$ cat config.mk
export PLATFORM = sky130hd
export DESIGN_NAME = ecsi_top
export DESIGN_NICKNAME = d
export VERILOG_FILES = /design/src/pkg/ecsi_pkg.sv /design/src/ecsi_ovr_watch.sv /design/src/ecsi_top.sv
export VERILOG_INCLUDE_DIRS = /design/src /design/src/pkg
export SDC_FILE = /design/constraint.sdc
export NUM_CORES = 1
export LEC_CHECK = 0
export BUFFER_PORTS_ARGS = -buffer_cell sky130_fd_sc_hd__buf_2
export CAP_MARGIN = 20
export CORE_ASPECT_RATIO = 2
export CORE_MARGIN = 5
export CORE_UTILIZATION = 40
export DETAILED_ROUTE_END_ITERATION = 7
export MAX_ROUTING_LAYER = met4
export PLACE_DENSITY_LB_ADDON = 0.3
export RECOVER_POWER = 100
export SETUP_SLACK_MARGIN = 0.15
export SYNTH_ARGS = -nofsm -noshare
export SYNTH_HDL_FRONTEND = slang
export SYNTH_HIERARCHICAL = 1
export SYNTH_SLANG_ARGS = --single-unit
$ cat constraint.sdc
create_clock -name mclk_i -period 1.5 [get_ports mclk_i]
set_input_delay 0 -clock mclk_i [delete_from_list [all_inputs] [get_ports mclk_i]]
set_output_delay 0 -clock mclk_i [all_outputs]
set_load 0.05 [all_outputs]
$ cat src/pkg/ecsi_defs.svh
// register offsets, field positions and reset values of the event channel status block
`ifndef ECSI_DEFS_SVH
`define ECSI_DEFS_SVH

`define ECSI_NUM_CH 12
`define ECSI_ADDR_W 8
`define ECSI_DATA_W 32
`define ECSI_OFF_USER_READY 8'h0c
`define ECSI_OFF_IRQ_EN_CLR 8'h10
`define ECSI_OFF_IRQ_EN_SET 8'h14
`define ECSI_OFF_IRQ_FLAG 8'h18
`define ECSI_OFF_PATH_CFG 8'h40
`define ECSI_OVR_LSB 0
`define ECSI_EVD_LSB 16
`define ECSI_RST_IRQ_EN 32'h00000000
`define ECSI_RST_IRQ_FLAG 32'h00000000
`define ECSI_RST_PATH_ASYNC 12'h000

`endif

$ cat src/pkg/ecsi_pkg.sv
// types shared by the event channel status block
`default_nettype none
package ecsi_pkg;

    // per-channel activity from the channel datapath
    typedef struct packed {
        logic [11:0] evt_pass;
        logic [11:0] evt_collide;
        logic [11:0] users_ready;
    } ecsi_chan_t;

    // one register bus request
    typedef struct packed {
        logic [7:0] addr;
        logic [31:0] wdata;
        logic wr;
        logic rd;
    } ecsi_bus_req_t;

    // state of the per-channel overrun watcher
    typedef enum logic [1:0] {
        ECSI_IDLE = 2'b01,
        ECSI_PEND = 2'b10
    } ecsi_ovr_state_t;

endpackage : ecsi_pkg
`default_nettype wire

$ cat src/ecsi_ovr_watch.sv
// per-channel overrun and event-detected event capture
`timescale 1ns/100ps
`default_nettype none
`include "ecsi_defs.svh"

module ecsi_ovr_watch (
    input wire logic mclk_i,
    input wire logic rst_n_i,
    input wire logic evt_pass_i,
    input wire logic evt_collide_i,
    input wire logic users_ready_i,
    input wire logic path_async_i,
    output logic evd_hit_o,
    output logic ovr_hit_o
);

    ecsi_pkg::ecsi_ovr_state_t state_q;

    // ------------------------------------------------
    // pending tracker: an event waits until users ready
    // ------------------------------------------------
    always_ff @(posedge mclk_i or negedge rst_n_i) begin
        if (!rst_n_i) begin
            state_q <= ecsi_pkg::ECSI_IDLE;
        end else begin
            unique case (state_q)
                ecsi_pkg::ECSI_IDLE: begin
                    if (evt_pass_i && !path_async_i && !users_ready_i) begin
                        state_q <= ecsi_pkg::ECSI_PEND;
                    end
                end
                ecsi_pkg::ECSI_PEND: begin
                    if (users_ready_i || path_async_i) begin
                        state_q <= ecsi_pkg::ECSI_IDLE;
                    end
                end
                default: begin
                    state_q <= ecsi_pkg::ECSI_IDLE;
                end
            endcase
        end
    end

    // event pulses, one cycle after cause; async path never flags
    always_ff @(posedge mclk_i or negedge rst_n_i) begin
        if (!rst_n_i) begin
            evd_hit_o <= 1'b0;
            ovr_hit_o <= 1'b0;
        end else begin
            evd_hit_o <= evt_pass_i && !path_async_i;
            ovr_hit_o <= !path_async_i && ((evt_pass_i && !users_ready_i)
                         || (evt_pass_i && state_q == ecsi_pkg::ECSI_PEND)
                         || evt_collide_i);
        end
    end

endmodule : ecsi_ovr_watch
`default_nettype wire

$ cat src/ecsi_top.sv
// event channel status, interrupt enables, flags and request output
//
// The implementer's own choice: strobed register access.
`timescale 1ns/100ps
`default_nettype none
`include "ecsi_defs.svh"

module ecsi_top (
    input wire logic mclk_i,
    input wire logic rst_n_i,
    input wire logic [7:0] bus_addr_i,
    input wire logic [31:0] bus_wdata_i,
    input wire logic bus_wr_i,
    input wire logic bus_rd_i,
    output logic [31:0] bus_rdata_o,
    input wire ecsi_pkg::ecsi_chan_t chan_i,
    output logic [11:0] users_ready_o,
    output logic irq_o
);

    // ------------------------------------------------
    // pin synchronisers
    // ------------------------------------------------
    // channel inputs come from other logic; users-ready lines are pins
    logic [11:0] rdy_s1_q;
    logic [11:0] rdy_s2_q;
    logic [11:0] rdy_s3_q;
    logic [11:0] rdy_q;

    // three stages; a change counts once stage two and three agree
    always_ff @(posedge mclk_i or negedge rst_n_i) begin
        if (!rst_n_i) begin
            rdy_s1_q <= 12'h000;
            rdy_s2_q <= 12'h000;
            rdy_s3_q <= 12'h000;
        end else begin
            rdy_s1_q <= chan_i.users_ready;
            rdy_s2_q <= rdy_s1_q;
            rdy_s3_q <= rdy_s2_q;
        end
    end

    // filtered level per channel
    always_ff @(posedge mclk_i or negedge rst_n_i) begin
        if (!rst_n_i) begin
            rdy_q <= 12'h000;
        end else begin
            rdy_q <= (rdy_s2_q & rdy_s3_q) | (rdy_q & (rdy_s2_q | rdy_s3_q));
        end
    end

    // ------------------------------------------------
    // register state
    // ------------------------------------------------
    logic [11:0] en_evd_q;
    logic [11:0] en_ovr_q;
    logic [11:0] flag_evd_q;
    logic [11:0] flag_ovr_q;
    logic [11:0] path_async_q;
    logic [11:0] evd_hit;
    logic [11:0] ovr_hit;
    logic wr_clr;
    logic wr_set;
    logic wr_flag;
    logic wr_path;
    logic [11:0] wd_evd;
    logic [11:0] wd_ovr;

    // reset words cut per field, so each 12-bit vector takes only its own bits
    localparam logic [31:0] rst_en_w = `ECSI_RST_IRQ_EN;
    localparam logic [31:0] rst_flag_w = `ECSI_RST_IRQ_FLAG;

    // write decode
    assign wr_clr = bus_wr_i && (bus_addr_i == `ECSI_OFF_IRQ_EN_CLR);
    assign wr_set = bus_wr_i && (bus_addr_i == `ECSI_OFF_IRQ_EN_SET);
    assign wr_flag = bus_wr_i && (bus_addr_i == `ECSI_OFF_IRQ_FLAG);
    assign wr_path = bus_wr_i && (bus_addr_i == `ECSI_OFF_PATH_CFG);
    assign wd_evd = bus_wdata_i[`ECSI_EVD_LSB +: `ECSI_NUM_CH];
    assign wd_ovr = bus_wdata_i[`ECSI_OVR_LSB +: `ECSI_NUM_CH];

    // ------------------------------------------------
    // per-channel event capture
    // ------------------------------------------------
    genvar ch;
    generate
        for (ch = 0; ch < `ECSI_NUM_CH; ch = ch + 1) begin : g_ch
            ecsi_ovr_watch u_watch (
                .mclk_i(mclk_i),
                .rst_n_i(rst_n_i),
                .evt_pass_i(chan_i.evt_pass[ch]),
                .evt_collide_i(chan_i.evt_collide[ch]),
                .users_ready_i(rdy_q[ch]),
                .path_async_i(path_async_q[ch]),
                .evd_hit_o(evd_hit[ch]),
                .ovr_hit_o(ovr_hit[ch])
            );
        end
    endgenerate

    // path selection per channel; one marks the asynchronous path
    always_ff @(posedge mclk_i or negedge rst_n_i) begin
        if (!rst_n_i) begin
            path_async_q <= `ECSI_RST_PATH_ASYNC;
        end else if (wr_path) begin
            path_async_q <= bus_wdata_i[11:0];
        end
    end

    // ------------------------------------------------
    // interrupt enables, one vector behind set and clear
    // ------------------------------------------------
    always_ff @(posedge mclk_i or negedge rst_n_i) begin
        if (!rst_n_i) begin
            en_evd_q <= rst_en_w[`ECSI_EVD_LSB +: `ECSI_NUM_CH];
            en_ovr_q <= rst_en_w[`ECSI_OVR_LSB +: `ECSI_NUM_CH];
        end else begin
            // zero bits leave enables alone
            if (wr_clr) begin
                en_evd_q <= en_evd_q & ~wd_evd;
                en_ovr_q <= en_ovr_q & ~wd_ovr;
            end else if (wr_set) begin
                en_evd_q <= en_evd_q | wd_evd;
                en_ovr_q <= en_ovr_q | wd_ovr;
            end
        end
    end

    // ------------------------------------------------
    // sticky flags; a fresh event beats a clear in the same cycle
    // ------------------------------------------------
    always_ff @(posedge mclk_i or negedge rst_n_i) begin
        if (!rst_n_i) begin
            flag_evd_q <= rst_flag_w[`ECSI_EVD_LSB +: `ECSI_NUM_CH];
            flag_ovr_q <= rst_flag_w[`ECSI_OVR_LSB +: `ECSI_NUM_CH];
        end else begin
            flag_evd_q <= (flag_evd_q & ~(wr_flag ? wd_evd : 12'h000)) | evd_hit;
            flag_ovr_q <= (flag_ovr_q & ~(wr_flag ? wd_ovr : 12'h000)) | ovr_hit;
        end
    end

    // ------------------------------------------------
    // interrupt and status outputs
    // ------------------------------------------------
    // level request; set flag changes show one cycle later
    always_ff @(posedge mclk_i or negedge rst_n_i) begin
        if (!rst_n_i) begin
            irq_o <= 1'b0;
            users_ready_o <= 12'h000;
        end else begin
            irq_o <= |(flag_evd_q & en_evd_q) | |(flag_ovr_q & en_ovr_q);
            users_ready_o <= rdy_q;
        end
    end

    // ------------------------------------------------
    // read port, data valid in the cycle after the strobe
    // ------------------------------------------------
    always_ff @(posedge mclk_i or negedge rst_n_i) begin
        if (!rst_n_i) begin
            bus_rdata_o <= 32'h00000000;
        end else if (bus_rd_i) begin
            unique case (bus_addr_i)
                `ECSI_OFF_USER_READY: bus_rdata_o <= {20'h00000, rdy_q};
                `ECSI_OFF_IRQ_EN_CLR,
                `ECSI_OFF_IRQ_EN_SET: bus_rdata_o <= {4'h0, en_evd_q, 4'h0, en_ovr_q};
                `ECSI_OFF_IRQ_FLAG: bus_rdata_o <= {4'h0, flag_evd_q, 4'h0, flag_ovr_q};
                `ECSI_OFF_PATH_CFG: bus_rdata_o <= {20'h00000, path_async_q};
                default: bus_rdata_o <= 32'h00000000; // unmapped reads zero
            endcase
        end else begin
            bus_rdata_o <= 32'h00000000;
        end
    end

endmodule : ecsi_top
`default_nettype wire

Yosys cells after proc, flatten, opt, wreduce, memory -nomap -nowiden:

Index checks and enable logic that the tools add are counted.

* mux-type cells: 44
* reductions and logical operators: 140
* bitwise gates (word level): 19
* equality and inequality tests: 53

Operator list (count)
* 28-bit case mux with 4 select lines: 1
* 12-bit AND: 8
* 12-bit two-way mux: 6
* 12-bit OR: 6
* 1-bit logical AND: 64
* 2-bit two-way mux: 24
* 2-bit by 1-bit != test with 1-bit output (second input constant): 24
* 12-bit NOT: 4
* 2-bit case mux with 2 select lines: 12
* 1-bit logical OR: 36
* 32-bit two-way mux: 1
* 2-bit by 1-bit equality test with 1-bit output (second input constant): 12
* 2-bit equality test (second input constant): 12
* 8-bit by 5-bit equality test with 1-bit output (second input constant): 3
* 1-bit logical NOT: 24
* 2-bit AND reduction: 12
* 12-bit OR reduction: 2
* 8-bit by 4-bit equality test with 1-bit output (second input constant): 1
* 8-bit by 7-bit equality test with 1-bit output (second input constant): 1
* 2-bit nonzero test: 1
* 2-bit OR reduction: 1
* 1-bit OR: 1

* register bits: 201
* logic and storage cells: 304
* output and inout port bits: 45
* input port bits: 80

Longest topological paths before layout:

* word-level depth: 6
* gate-level depth with buffers: 6

Hierarchy:

Netlist, hierarchy kept.

By module, submodules not included
* ecsi_top: cells each 387, instances 1, area each 5439.0 µm²
* ecsi_ovr_watch: cells each 12, instances 12, area each 173.9 µm²

Worst setup path before layout:

Ideal clock, no wire load.

* path type: input to register
* start point: in bus_addr_i[5]
* end point: reg (tool-made name)
* stages: 6
* setup slack: 0.002 ns
* arrival: 1.373 ns
* path buffers: 2
* required time: 1.375 ns
* library setup time: 0.125 ns
* path through: or3_4 > buf_6 > nor4_4 > buf_6 > nand2_1 > mux2_4

RTL lines
* start, declared: RTL line ecsi_top.sv:11 `input wire logic [7:0] bus_addr_i,`

==> flow_summary.yaml <==
critical_path:
  crit_fanout: 24
  path_class: "in -> reg"
  cp_slowest_cell: "nor4_1"
  max_stage_delay_ps: 450
  cp.arrival_ps: 1610
  cp_data_required_time_ps: 1800
  worstSetupStartpointType: "primary input"
  crit_chain: "buf_2 > or3_4 > nor4_1 > buf_12 > nand2_1 > mux2_1"
  worstRegToRegCells: 3
  crit_path_end_kind: "flip-flop"
synth:
  ys_dominant_reg_cell: "dfrtp_1"
  synth_cell_types: 38
  syn_inst: 531
  synth_enable_flop_cells: 0
  ys_async_sr_fraction_pct: 100.0
  synth.yosys.warnings: 6
  syn_avg_cell_area_um2: 14.17
  synth-seq-cells: 193
  synthesis.area_um2: 7526
  seq_area_frac_synth_pct: 64.37
die:
  boundaryPins: 125
  dieWidth_um: 107.0
  initial_core_util_pct: 40.34
  dieArea_um2: 21820
  fp.dieH_um: 204.0
  core_area_um2: 18660
  rows: 71
timing:
  min_period_ps: 1307
  worstMarginPinSlew_ps: 636.2
  fmax_ghz: 0.7652
  rsz0062_at_grt: "no"
  maxSlewViolCount: 0
  worst_hold_slack_ps: 38.71
  final_hold_viol_count: 0
  fin_crit_sh_pct: 87.12
  setup_viol: 0
  max_slew_margin_pct: 57.59
  fin_worst_skew_ps: 7.865
grt:
  grt_max_degree: 54
  antenna_found_initial: 0
  overflow: 0
  grt_pass1_wl_um: 27970
  grt_usage_pct: 16.79
  grt_pass1_vias: 5358
routing:
  wl_per_cell_um: 17.90
  drt_iter0_markers: 304
  vias: 4934
  wl_um: 17060
  drc: 0
  ant_nets: 0
  vias_per_cell: 5.177
  drtPass1Iterations: 5
clock_network:
  post_cts_buffers: 0
  numCtsBuffers: 17
  htree_num_levels: 4
  clock_path_buffers: 2
  clkSlewWorstSetupHoldPaths_ps: 70
  cts_tree: "done"
  cts-root-buf: "clkbuf_16"
  clock-sinks: 193
  clkLatencyLatePin_ps: 420
power_and_ir_drop:
  power_frac_comb_pct: 9.5
  seq_power_share_pct: 51.5
  p_leak_nw: 4.114
  vdd_drop_max_v: 0.0007908
  power_mw: 11.13
  switchingPower_mw: 2.757
  power_density_nw_per_um2: 1184
  sw_frac_of_total_pct: 24.76
  clkPwrFrac_pct: 39.0
  intPower_mw: 8.377
hold_path:
  holdCritPathClass: "in -> reg"
  hold_depth: 4
layout:
  areaGrowthSynthToFinish_pct: 24.94
  num_antenna_cells: 0
  layout.nets: 801
  fillers: 1646
  layout-drive-gt1-share_pct: 23.02
placement:
  hpwl_um: 12070
  gp_congestion: 0.8512
  port_buffers: 108
run:
  maxCapViolCount: 0
status:
  status: "complete, no violations"
power by group through the flow:
| stage | logic, mW | clock network, mW | registers (mW) |
|---|---|---|---|
| 3_3_place_gp | 1.00 | 0 | 5.84 |
| 3_5_place_dp | 1.03 | 0 | 5.86 |
| 2_1_floorplan | 0.483 | 0 | 5.95 |
| 6_report | 1.05 | 4.34 | 5.74 |
| 4_1_cts | 1.16 | 4.46 | 5.77 |
| 5_1_grt | 1.15 | 4.67 | 5.77 |
worst max-delay path, delay by kind of cell:
kind / cells / cell delay, ps
mux: 1 / 320
buf+inv: 2 / 330
simple gates: 3 / 940
cell families (layout without fill, tap and decap cells):
family / count (synthesis) / in the layout / synth area share (%)
AO/OA/AOI/OAI: 110 / 110 / 11.99
adder cells (fa/ha/maj): 12 / 12 / 1.596
buffers and inverters: 41 / 237 / 2.843
flip-flops: 193 / 193 / 64.37
multiplexers: 36 / 36 / 6.384
other: 1 / 8 / 0.04983
AND/OR/NAND/NOR: 138 / 138 / 12.77
synth_stat cells, types with 13 or more instances:
master | n | area, µm²
a21o_1 | 24 | 180.2
a22o_1 | 13 | 113.9
a22oi_1 | 22 | 165.2
dfrtp_1 | 181 | 4529
inv_1 | 15 | 56.30
mux2_4 | 20 | 300.3
nand2_1 | 49 | 183.9
nor2_1 | 37 | 138.9
cell type report:
| cell class | instances | area [µm²] | share of cell area (%) |
|---|---|---|---|
| flip-flops and latches | 193 | 4845 | 51.52 |
| multi-input cells | 304 | 2313 | 24.60 |
| repair buffers | 190 | 1348 | 14.33 |
| clock buffers | 21 | 460.4 | 4.897 |
| well taps | 219 | 274.0 | 2.914 |
| clock inverters | 11 | 106.4 | 1.131 |
| inverters | 15 | 56.30 | 0.5988 |
layer usage:
| metal | global-route usage (%) | vias up | wire (µm) |
|---|---|---|---|
| met1 | 19.53 | 2487 | 6644 |
| met3 | 3.098 | 24 | 755 |
| met4 | 6.127 | 0 | 371 |
| met5 | - | - | 0 |
| li1 | - | 2275 | - |
| met2 | 28.88 | 148 | 9287 |
through the flow:
stage | cell area (µm²) | setup TNS (ps) | instances | utilization, % | setup WS (ps)
floorplan | 7574 | 0 | 538 | - | 1.780
global placement | 8506 | -345.0 | 859 | 45.59 | -32.57
detailed placement | 8506 | -620.5 | 859 | 45.59 | -58.47
CTS | 9693 | 0 | 953 | 51.96 | 313.1
global route | 9403 | 0 | 953 | 50.40 | 111.2
finish | 9403 | 0 | 953 | 50.40 | 193.2
path summary, 6_finish.rpt:
| check | from | endpoint | slack (ps) |
|---|---|---|---|
| min in group asynchronous | rst_n_i | rdy_s2_q[1] | 80 |
| min reg2reg | rdy_s1_q[1] | rdy_s2_q[1] | 350 |
| max | bus_addr_i[5] | flip-flop | 190 |
| max in group asynchronous | rst_n_i | g_ch[11].u_watch/evd_hit_o | 390 |
| min | bus_addr_i[4] | path_async_q[0] | 40 |
| max reg2reg | rdy_q[11] | bus_rdata_o[11] | 300 |
repair_timing:
item                      4_1_cts  5_1_grt
gates resized for setup         0        0
hold buffers                   62        0
hold endpoints to repair      283        0
cell usage in the layout, fill, tap and decap left out, types with 13 or more instances in the layout:
cell           Yosys  layout
clkbuf_1           9      42
a22oi_1           22      22
clkbuf_16          0      17
inv_1             15      15
mux2_1             4      15
a22o_1            13      13
nor2_1            37      37
dfrtp_1          181     181
a21o_1            24      24
dlygate4sd3_1      0      62
buf_2              6      70
nand2_1           49      49
Power figures use the tool's default switching activity.
